$ cat src/include/rtrp_pkg.sv
// shared constants and types of the remote result processing block
package rtrp_pkg;

  // ---------------------------------------------------------------
  // register pointers
  // ---------------------------------------------------------------
  localparam logic [7:0] ADDR_MAKER_ID   = 8'hfe;
  localparam logic [7:0] ADDR_VIOL_CFG   = 8'h22;
  localparam logic [7:0] ADDR_NONIDEAL   = 8'h23;
  localparam logic [7:0] ADDR_AVG_SEL    = 8'h24;
  localparam logic [7:0] ADDR_RRES_HI    = 8'h30;
  localparam logic [7:0] ADDR_RRES_LO    = 8'h31;
  localparam logic [7:0] ADDR_ALARM_STAT = 8'h32;

  // ---------------------------------------------------------------
  // fields and reset values
  // ---------------------------------------------------------------
  // arbitrary identity value
  localparam logic [7:0] MAKER_ID_VALUE  = 8'ha3;
  localparam int         VIOL_LSB        = 1;
  localparam int         VIOL_MSB        = 3;
  localparam int         TIMEOUT_BIT     = 7;
  localparam logic [7:0] VIOL_WR_MASK    = 8'h8e;
  localparam logic [7:0] RST_VIOL_CFG    = 8'h00;
  localparam logic [7:0] RST_NONIDEAL    = 8'h00;
  localparam logic [7:0] RST_AVG_SEL     = 8'h00;
  localparam logic [7:0] AVG_OFF         = 8'h00;
  localparam logic [7:0] AVG_FOUR        = 8'h01;

  // ---------------------------------------------------------------
  // arithmetic
  // ---------------------------------------------------------------
  localparam logic [11:0] ETA_BASE       = 12'h800;
  localparam int          FRAC_BITS      = 11;
  localparam logic [4:0]  DIV_LAST       = 5'h1a;
  localparam int          HIST_DEPTH     = 8;
  localparam logic [2:0]  RUN_MAX        = 3'h4;
  localparam logic [15:0] SAT_POS        = 16'h7fff;
  localparam logic [15:0] SAT_NEG        = 16'h8000;

  typedef enum logic {DIV_IDLE, DIV_RUN} rtrp_div_state_t;

endpackage : rtrp_pkg

$ cat src/include/rtrp_div_if.sv
// divider request and answer bundle
`timescale 1ns/1ns
interface rtrp_div_if;
  logic        start;
  logic [26:0] dividend;
  logic [11:0] divisor;
  logic        busy;
  logic        done;
  logic [16:0] quotient;

  modport master (output start, output dividend, output divisor,
                  input busy, input done, input quotient);
  modport slave  (input start, input dividend, input divisor,
                  output busy, output done, output quotient);
endinterface : rtrp_div_if

$ cat src/core/rtrp_div.sv
// serial restoring divider for the ideality correction
`timescale 1ns/1ns
module rtrp_div (
  input wire logic  core_clk,
  input wire logic  resetn,
  rtrp_div_if.slave div
);

  rtrp_pkg::rtrp_div_state_t state_reg, state_next;
  logic [4:0]  cnt_reg,  cnt_next;
  logic [12:0] rem_reg,  rem_next;
  logic [26:0] quo_reg,  quo_next;
  logic [11:0] dsr_reg,  dsr_next;
  logic        done_reg, done_next;
  logic [12:0] rem_sh;
  logic        fits;

  // ---------------------------------------------------------------
  // one quotient bit per cycle
  // ---------------------------------------------------------------
  // slow but tiny; conversions are milliseconds apart
  always_comb
  begin
    rem_sh     = {rem_reg[11:0], quo_reg[26]};
    fits       = rem_sh >= {1'b0, dsr_reg};
    state_next = state_reg;
    cnt_next   = cnt_reg;
    rem_next   = rem_reg;
    quo_next   = quo_reg;
    dsr_next   = dsr_reg;
    done_next  = 1'b0;
    case (state_reg)
      rtrp_pkg::DIV_IDLE:
      begin
        if (div.start)
        begin
          state_next = rtrp_pkg::DIV_RUN;
          cnt_next   = 5'h00;
          rem_next   = 13'h0000;
          quo_next   = div.dividend;
          dsr_next   = div.divisor;
        end
      end
      rtrp_pkg::DIV_RUN:
      begin
        rem_next = fits ? (rem_sh - {1'b0, dsr_reg}) : rem_sh;
        quo_next = {quo_reg[25:0], fits};
        cnt_next = cnt_reg + 5'h01;
        if (cnt_reg == rtrp_pkg::DIV_LAST)
        begin
          state_next = rtrp_pkg::DIV_IDLE;
          done_next  = 1'b1;
        end
      end
      default:
      begin
        state_next = rtrp_pkg::DIV_IDLE;
      end
    endcase
  end

  always_ff @(posedge core_clk)
  begin
    if (!resetn)
    begin
      state_reg <= rtrp_pkg::DIV_IDLE;
      cnt_reg   <= 5'h00;
      rem_reg   <= 13'h0000;
      quo_reg   <= 27'h0000000;
      dsr_reg   <= rtrp_pkg::ETA_BASE;
      done_reg  <= 1'b0;
    end
    else
    begin
      state_reg <= state_next;
      cnt_reg   <= cnt_next;
      rem_reg   <= rem_next;
      quo_reg   <= quo_next;
      dsr_reg   <= dsr_next;
      done_reg  <= done_next;
    end
  end

  assign div.busy     = (state_reg == rtrp_pkg::DIV_RUN);
  assign div.done     = done_reg;
  assign div.quotient = quo_reg[16:0];

endmodule : rtrp_div

$ cat src/core/rtrp_top.sv
// remote result correction, averaging and alarm qualification
//
// Notes on behaviour
// - alarm asserts only after the programmed run of consecutive limit violations
// - after reset one violating conversion is enough for the alarm
// - ideality register is a signed byte, minus 128 to plus 127
// - remote result is scaled by 2048 over 2048 plus that byte
// - ideality register resets to zero, giving a factor of exactly one
// - averaging acts on remote results only; zero, the reset value, disables it
// - averaging reports the mean of the last four or last eight remote results
// - pointer fe returns a fixed identity byte that writes never change
// - run length sits in bits 3 to 1, bus time-out enable in bit 7
`timescale 1ns/1ns
module rtrp_top (
  input  wire logic        core_clk,
  input  wire logic        resetn,
  input  wire logic        conv_done,
  input  wire logic        conv_remote,
  input  wire logic [15:0] conv_raw,
  input  wire logic        conv_beyond_limit,
  input  wire logic [7:0]  reg_addr,
  input  wire logic        reg_wr,
  input  wire logic [7:0]  reg_wdata,
  input  wire logic        reg_rd,
  output logic      [7:0]  reg_rdata,
  output logic      [15:0] remote_result,
  output logic             result_valid,
  output logic             alarm_n,
  output logic             bus_timeout_enable
);

  // ---------------------------------------------------------------
  // helpers
  // ---------------------------------------------------------------
  function automatic logic [2:0] rtrp_run_need(input logic [2:0] code);
    if (code[2])      rtrp_run_need = 3'h4;
    else if (code[1]) rtrp_run_need = 3'h3;
    else if (code[0]) rtrp_run_need = 3'h2;
    else              rtrp_run_need = 3'h1;
  endfunction : rtrp_run_need

  rtrp_div_if div_bus ();

  rtrp_div u_div (
    .core_clk (core_clk),
    .resetn   (resetn),
    .div      (div_bus.slave)
  );

  localparam int HIST_DEPTH_L = rtrp_pkg::HIST_DEPTH;

  logic [7:0]  viol_cfg_reg,  viol_cfg_next;
  logic [7:0]  nonideal_reg,  nonideal_next;
  logic [7:0]  avg_sel_reg,   avg_sel_next;
  logic [7:0]  rdata_reg,     rdata_next;
  logic [2:0]  run_reg [2];
  logic [2:0]  run_next [2];
  logic        alarm_reg,     alarm_next;
  logic [2:0]  need;
  logic        sign_reg,      sign_next;
  logic [15:0] rres_reg,      rres_next;
  logic        valid_reg,     valid_next;
  logic [15:0] hist_reg [HIST_DEPTH_L];
  logic [15:0] hist_next [HIST_DEPTH_L];
  logic [15:0] corr;
  logic [15:0] mag;
  logic [18:0] sum4;
  logic [18:0] sum8;
  logic        div_take;

  assign need = rtrp_run_need(viol_cfg_reg[rtrp_pkg::VIOL_MSB:rtrp_pkg::VIOL_LSB]);

  // ---------------------------------------------------------------
  // register file
  // ---------------------------------------------------------------
  always_comb
  begin
    viol_cfg_next = viol_cfg_reg;
    nonideal_next = nonideal_reg;
    avg_sel_next  = avg_sel_reg;
    rdata_next    = rdata_reg;
    if (reg_wr)
    begin
      case (reg_addr)
        rtrp_pkg::ADDR_VIOL_CFG: viol_cfg_next = reg_wdata & rtrp_pkg::VIOL_WR_MASK;
        rtrp_pkg::ADDR_NONIDEAL: nonideal_next = reg_wdata;
        rtrp_pkg::ADDR_AVG_SEL:  avg_sel_next  = reg_wdata;
        default:                 viol_cfg_next = viol_cfg_reg; // identity stays fixed
      endcase
    end
    if (reg_rd)
    begin
      case (reg_addr)
        rtrp_pkg::ADDR_MAKER_ID:   rdata_next = rtrp_pkg::MAKER_ID_VALUE;
        rtrp_pkg::ADDR_VIOL_CFG:   rdata_next = viol_cfg_reg;
        rtrp_pkg::ADDR_NONIDEAL:   rdata_next = nonideal_reg;
        rtrp_pkg::ADDR_AVG_SEL:    rdata_next = avg_sel_reg;
        rtrp_pkg::ADDR_RRES_HI:    rdata_next = rres_reg[15:8];
        rtrp_pkg::ADDR_RRES_LO:    rdata_next = rres_reg[7:0];
        rtrp_pkg::ADDR_ALARM_STAT: rdata_next = {7'h00, alarm_reg};
        default:                   rdata_next = 8'h00;
      endcase
    end
  end

  always_ff @(posedge core_clk)
  begin
    if (!resetn)
    begin
      viol_cfg_reg <= rtrp_pkg::RST_VIOL_CFG;
      nonideal_reg <= rtrp_pkg::RST_NONIDEAL;
      avg_sel_reg  <= rtrp_pkg::RST_AVG_SEL;
      rdata_reg    <= 8'h00;
    end
    else
    begin
      viol_cfg_reg <= viol_cfg_next;
      nonideal_reg <= nonideal_next;
      avg_sel_reg  <= avg_sel_next;
      rdata_reg    <= rdata_next;
    end
  end

  // ---------------------------------------------------------------
  // violation runs, local is channel 0, remote channel 1
  // ---------------------------------------------------------------
  always_comb
  begin
    alarm_next = 1'b0;
    for (int c = 0; c < 2; c++)
    begin
      run_next[c] = run_reg[c];
      if (conv_done && (conv_remote == (c == 1)))
      begin
        if (!conv_beyond_limit)      run_next[c] = 3'h0;
        else if (run_reg[c] != rtrp_pkg::RUN_MAX) run_next[c] = run_reg[c] + 3'h1;
      end
      if (run_next[c] >= need)
      begin
        alarm_next = 1'b1;
      end
    end
  end

  always_ff @(posedge core_clk)
  begin
    if (!resetn)
    begin
      run_reg[0] <= 3'h0;
      run_reg[1] <= 3'h0;
      alarm_reg  <= 1'b0;
    end
    else
    begin
      run_reg[0] <= run_next[0];
      run_reg[1] <= run_next[1];
      alarm_reg  <= alarm_next;
    end
  end

  // ---------------------------------------------------------------
  // remote correction and averaging
  // ---------------------------------------------------------------
  // a remote result arriving while the divider is busy is dropped
  assign div_take         = conv_done && conv_remote && !div_bus.busy;
  assign mag              = conv_raw[15] ? (16'h0000 - conv_raw) : conv_raw;
  assign div_bus.start    = div_take;
  assign div_bus.dividend = {mag, 11'h000};
  assign div_bus.divisor  = rtrp_pkg::ETA_BASE + {{4{nonideal_reg[7]}}, nonideal_reg};

  always_comb
  begin
    sign_next  = div_take ? conv_raw[15] : sign_reg;
    valid_next = div_bus.done;
    rres_next  = rres_reg;
    corr       = 16'h0000;
    sum4       = 19'h00000;
    sum8       = 19'h00000;
    // saturate, the factor can push a full-scale reading past 16 bits
    if (sign_reg)
      corr = (div_bus.quotient > 17'h08000) ? rtrp_pkg::SAT_NEG
           : 16'(17'h00000 - div_bus.quotient);
    else
      corr = (div_bus.quotient > 17'h07fff) ? rtrp_pkg::SAT_POS : div_bus.quotient[15:0];
    for (int i = 0; i < HIST_DEPTH_L; i++)
    begin
      if (!div_bus.done)  hist_next[i] = hist_reg[i];
      else if (i == 0)    hist_next[i] = corr;
      else                hist_next[i] = hist_reg[i-1];
      sum8 = sum8 + {{3{hist_next[i][15]}}, hist_next[i]};
      if (i < 4) sum4 = sum4 + {{3{hist_next[i][15]}}, hist_next[i]};
    end
    if (div_bus.done)
    begin
      if (avg_sel_reg == rtrp_pkg::AVG_OFF)       rres_next = corr;
      else if (avg_sel_reg == rtrp_pkg::AVG_FOUR) rres_next = sum4[17:2];
      else                                        rres_next = sum8[18:3];
    end
  end

  always_ff @(posedge core_clk)
  begin
    if (!resetn)
    begin
      sign_reg  <= 1'b0;
      rres_reg  <= 16'h0000;
      valid_reg <= 1'b0;
      for (int i = 0; i < HIST_DEPTH_L; i++) hist_reg[i] <= 16'h0000;
    end
    else
    begin
      sign_reg  <= sign_next;
      rres_reg  <= rres_next;
      valid_reg <= valid_next;
      for (int i = 0; i < HIST_DEPTH_L; i++) hist_reg[i] <= hist_next[i];
    end
  end

  assign reg_rdata          = rdata_reg;
  assign remote_result      = rres_reg;
  assign result_valid       = valid_reg;
  assign alarm_n            = !alarm_reg;
  assign bus_timeout_enable = viol_cfg_reg[rtrp_pkg::TIMEOUT_BIT];
endmodule : rtrp_top

$ cat config.mk
export PLATFORM = sky130hd
export DESIGN_NAME = rtrp_top
export DESIGN_NICKNAME = d
export VERILOG_FILES = /design/src/include/rtrp_pkg.sv /design/src/include/rtrp_div_if.sv /design/src/core/rtrp_div.sv /design/src/core/rtrp_top.sv
export SDC_FILE = /design/constraint.sdc
export NUM_CORES = 1
export LEC_CHECK = 0
export BUFFER_PORTS_ARGS = -buffer_cell sky130_fd_sc_hd__buf_4
export CAP_MARGIN = 40
export CORE_ASPECT_RATIO = 0.75
export CORE_UTILIZATION = 67
export DETAILED_ROUTE_END_ITERATION = 6
export GPL_ROUTABILITY_DRIVEN = 0
export GPL_TIMING_DRIVEN = 1
export MAX_ROUTING_LAYER = met4
export PLACE_DENSITY = 0.9
export RECOVER_POWER = 25
export SYNTH_ARGS = -nofsm -noshare
export SYNTH_HDL_FRONTEND = slang
export SYNTH_SLANG_ARGS = --single-unit
$ cat constraint.sdc
create_clock -name core_clk -period 9.95 [get_ports core_clk]
set_input_delay 0.995 -clock core_clk [delete_from_list [all_inputs] [get_ports core_clk]]
set_output_delay 0.995 -clock core_clk [all_outputs]
set_load 0.03 [all_outputs]
==> results.txt <==
----------------------------------------------------
[Status]
  Run status ... finished, violations left
  Failing checks ... max-capacitance violations, max-slew violations

[Hold path]
  Startpoint of the worst hold path ... u_div.dsr_reg[3]$_SDFFE_PN0P_
  Worst min-delay path class ... register to register
  Hold EP ... u_div.dsr_reg[3]$_SDFFE_PN0P_
  Min-Delay Path Depth ... 2

[Worst setup path]
  Slowest stage delay, CP ... 560 ps
  Largest fanout on the critical path ... 16
  Cell at the slowest stage of the critical path ... sky130_fd_sc_hd__nor3b_1
  Cell family with the largest share of critical-path delay ... compound AO/OA/AOI/OAI gates
  Nature of the critical path startpoint ... register
  Worst R2R Path Depth ... 27
  Data required time of the worst path ... 10,340 ps
  Path length in cells of the critical path ... 27
  Category of the worst setup path capture point ... register
  Critical R2R Launch ... u_div.quo_reg[0]$_SDFFE_PN0P_
  Capture instance of the worst register-to-register path ... remote_result[15]$_SDFFE_PN0P_
  Data arrival time of the worst path ... 7670 ps
  Count of buffering cells on the critical path with inverters included ... 2
  Worst reg-to-reg setup slack ... 2670 ps
  Critical path type ... register to register

[Clock network]
  Worst-Skew Late Latency ... 530 ps
  Buffer depth of the longest clock path ... 3
  Post-CTS Setup Inserts ... 0
  H-tree Lvls ... 1
  Sink Count ... 236
  CTS-repair resized insts ... 0
  Count of hold-fix buffers inserted at cts ... 0
  Root Buffer ... sky130_fd_sc_hd__clkbuf_16
  TritonCTS clock tree ... built
  Clock-pin transition on the worst setup and hold timing paths ... 70 ps
  Inserted Clock Buffers ... 24

[Synth]
  Warning count from the yosys run ... 0
  Top cells by area in the synthesized netlist ... sky130_fd_sc_hd__dfxtp_1 (33%), sky130_fd_sc_hd__fa_1 (12%), sky130_fd_sc_hd__mux2_2 (9.8%)
  Biggest area consumer among synthesized cells ... sky130_fd_sc_hd__dfxtp_1
  Synthesized net count ... 1,720
  EDFF count, synth ... 0
  Avg Inst Size Synth ... 9.390 um2
  Share of flip-flops with an asynchronous set or reset after synthesis ... 0
  Share of the synthesized netlist area taken by xor and xnor gates ... 0.02552
  Largest family of logic cells by synthesized area ... simple AND/OR/NAND/NOR gates
  Mux contribution to synthesized area ... 0.1133
  Post-synthesis share of cell area spent on full adders, half adders and majority gates ... 0.1700
  FF+latch count, synth ... 236
  Top cell type's share of synthesized area ... 0.3278
  Primary flip-flop cell chosen by synthesis mapping ... sky130_fd_sc_hd__dfxtp_1
  Share of the yosys chip area belonging to registers ... 0.3278
  Compound-Gate Fraction of Synth Area ... 0.1496
  Cell count after synthesis ... 1,535
  Synthesized area ... 14,410 um2
  Synthesized-area fraction occupied by and/or/nand/nor cells ... 0.1749
  Distinct cell type count of the synthesized netlist ... 77

[Finish]
  Post-layout nets ... 1,740
  Post-route non-filler standard cell count ... 1,860
  Most used cells in the layout excluding fill and tap cells ... sky130_fd_sc_hd__dfxtp_1 (235), sky130_fd_sc_hd__and2_1 (129), sky130_fd_sc_hd__a21oi_1 (122), sky130_fd_sc_hd__nor2_1 (101), sky130_fd_sc_hd__nand2_1 (98)
  Max FFs per register ... 128
  Commonest non-fill, non-tap cell in the layout ... sky130_fd_sc_hd__dfxtp_1
  Final core utilization ... 0.7538
  Total non-filler cell area in the finished layout ... 15,920 um2
  Ratio of cells with drive above 1 in the final layout ... 0.1412
  Antenna fix cells ... 0
  Layout overhead on the synthesized area ... 10.47%

[Pwr]
  Maximum ir drop on the vdd rail ... 0.1015 mV
  Sum of internal, switching and leakage power ... 2.093 mW
  Internal power contribution ... 1.619 mW
  Portion of total power attributed to combinational logic ... 0.061
  Sequential share of power ... 0.459
  Switching share of total power ... 0.2265
  Relative contribution of the clock network to total power ... 0.480
  Static leakage ... 6.907 nW
  Net switching component of the power ... 0.4740 mW
  Pwr Density ... 131.5 nW/um2

[GRT]
  Met3 Use GR ... 0.06353
  Most congested layer reported by global routing ... met2
  Wire length of the first global-routing pass ... 54.93 mm
  Global routing met1 resource utilization ... 0.4182
  Met2 routing resource usage after global routing ... 0.5084
  Vias in the first global route ... 11,129
  Pin count of the biggest net entering global routing ... 80
  Initial antenna violation count ... 0
  Global routing usage summed across all routing layers ... 0.3200
  Global route total overflow ... 0

[Detailed routing]
  Number of DRC markers after the initial detailed-route iteration ... 1,136
  Remaining number of nets flagged by the antenna check after routing ... 0
  Vias per inst ... 6.130
  Drt first pass iters ... 5
  Via count ... 11,401
  Post-detailed-route wirelength per cell ... 17.98 um
  DR DRC count ... 0
  Total Routed Length ... 33.44 mm

[Place]
  Setup slack after placement ... 2800 ps
  Cell area reported after detailed placement ... 15,060 um2
  Dpl cells ... 1,817
  Port Buffer Count ... 65
  Post-DP HPWL ... 24.01 mm

[STA]
  Minimum clock period ... 7280 ps
  Final cycle utilization of the critical path ... 0.7316
  Max frequency ... 137.4 MHz
  Tightest Pin Transition ... 3112 ps
  Setup-failing EPs final ... 0
  Final worst-path setup slack ... 2670 ps
  Unrepaired setup endpoints after global routing ... false
  Headroom to the max-slew limit ... -1.074
  Fin Setup TNS ... 0 ps
  Number of max-slew violations in the final report ... 130
  Final worst clock skew ... 13.55 ps
  Endpoints failing hold ... 0
  Minimum hold slack ... 456.8 ps

[Floorplanning]
  I/O Pins ... 66
  FP Rows ... 46
  Initial standard-cell utilization of the core ... 0.6824
  Core ar. ... 21,120 um2
  Full die area ... 22,110 um2
  Floorplan die width ... 171.4 um
  Chip Height ... 129.0 um

[Job]
  Max cap viols ... 2

----------------------------------------------------
[cells by family (layout without fill, tap and decap cells)]
group | Yosys count | in the layout
xor+xnor | 42 | 42
compound gates | 338 | 338
simple gates | 483 | 483
fa+ha+maj | 146 | 146
buf+inv | 143 | 180
flops | 236 | 236
mux | 147 | 147
[cell type report]
class / instances / area, um2
Multi-Input combinational cell: 1156 / 9133
Timing Repair Buffer: 76 / 593.1
Inverter: 61 / 229.0
Clock buffer: 32 / 691.9
Tap cell: 288 / 360.3
Sequential cell: 236 / 4728
Clock inverter: 11 / 187.7
Fill cell: 1414 / 5200
[layer usage]
| layer | vias to the layer above | wire, um |
|---|---|---|
| li1 | 5416 | - |
| met1 | 5414 | 14110 |
| met2 | 479 | 15530 |
| met3 | 92 | 2857 |
| met4 | 0 | 943 |
| met5 | - | 0 |
[worst max-delay path by stage]
stage | from | end | slack [ps]
2_1_floorplan | u_div.div.done$_SDFF_PN0_ | remote_result[15]$_SDFFE_PN0P_ | 3690
3_3_place_gp | u_div.div.done$_SDFF_PN0_ | remote_result[15]$_SDFFE_PN0P_ | 2950
3_5_place_dp | u_div.div.done$_SDFF_PN0_ | remote_result[15]$_SDFFE_PN0P_ | 2800
4_1_cts | u_div.div.done$_SDFF_PN0_ | remote_result[15]$_SDFFE_PN0P_ | 2750
5_1_grt | u_div.quo_reg[0]$_SDFFE_PN0P_ | remote_result[14]$_SDFFE_PN0P_ | 2250
6_report | u_div.quo_reg[0]$_SDFFE_PN0P_ | remote_result[15]$_SDFFE_PN0P_ | 2670
[worst min-delay path: stages (launching register included)]
cell and delay (ps):
sky130_fd_sc_hd__dfxtp_1 310, sky130_fd_sc_hd__nand2_1 50, sky130_fd_sc_hd__a21oi_1 50
[cells in the mapped netlist (4+ instances only)]
cell,n
sky130_fd_sc_hd__nor2_1,101
sky130_fd_sc_hd__nand2_1,98
sky130_fd_sc_hd__o31a_1,7
sky130_fd_sc_hd__nor3b_1,8
sky130_fd_sc_hd__nor4b_1,4
sky130_fd_sc_hd__a22oi_1,13
sky130_fd_sc_hd__mux2i_1,21
sky130_fd_sc_hd__o21bai_1,5
sky130_fd_sc_hd__or3_1,5
sky130_fd_sc_hd__o31ai_1,7
sky130_fd_sc_hd__inv_1,60
sky130_fd_sc_hd__a21oi_1,122
sky130_fd_sc_hd__a22o_1,8
sky130_fd_sc_hd__ha_1,63
sky130_fd_sc_hd__a31oi_1,12
sky130_fd_sc_hd__o21ai_0,71
sky130_fd_sc_hd__buf_2,7
sky130_fd_sc_hd__dfxtp_1,236
sky130_fd_sc_hd__nor2b_1,12
sky130_fd_sc_hd__xnor2_1,26
sky130_fd_sc_hd__and2_1,137
sky130_fd_sc_hd__buf_1,5
sky130_fd_sc_hd__a211oi_1,21
sky130_fd_sc_hd__clkbuf_1,67
sky130_fd_sc_hd__nand3_1,40
sky130_fd_sc_hd__nor4_1,4
sky130_fd_sc_hd__a21o_1,10
sky130_fd_sc_hd__o21a_1,9
sky130_fd_sc_hd__xor2_1,16
sky130_fd_sc_hd__fa_1,83
sky130_fd_sc_hd__or2_2,5
sky130_fd_sc_hd__nor3_1,25
sky130_fd_sc_hd__and3_1,4
sky130_fd_sc_hd__mux2_2,125
sky130_fd_sc_hd__nand2b_1,11
sky130_fd_sc_hd__nand4_1,12
sky130_fd_sc_hd__o211ai_1,11
[power by group through the flow]
stage | Combinational (mW) | Clock (mW) | Sequential, mW
3_3_place_gp | 0.116 | 0 | 0.982
4_1_cts | 0.126 | 1.02 | 0.959
6_report | 0.128 | 1.01 | 0.960
5_1_grt | 0.140 | 1.05 | 0.960
2_1_floorplan | 0.0856 | 0 | 0.976
3_5_place_dp | 0.124 | 0 | 0.981
No activity file was read; power rests on OpenSTA's default activity.
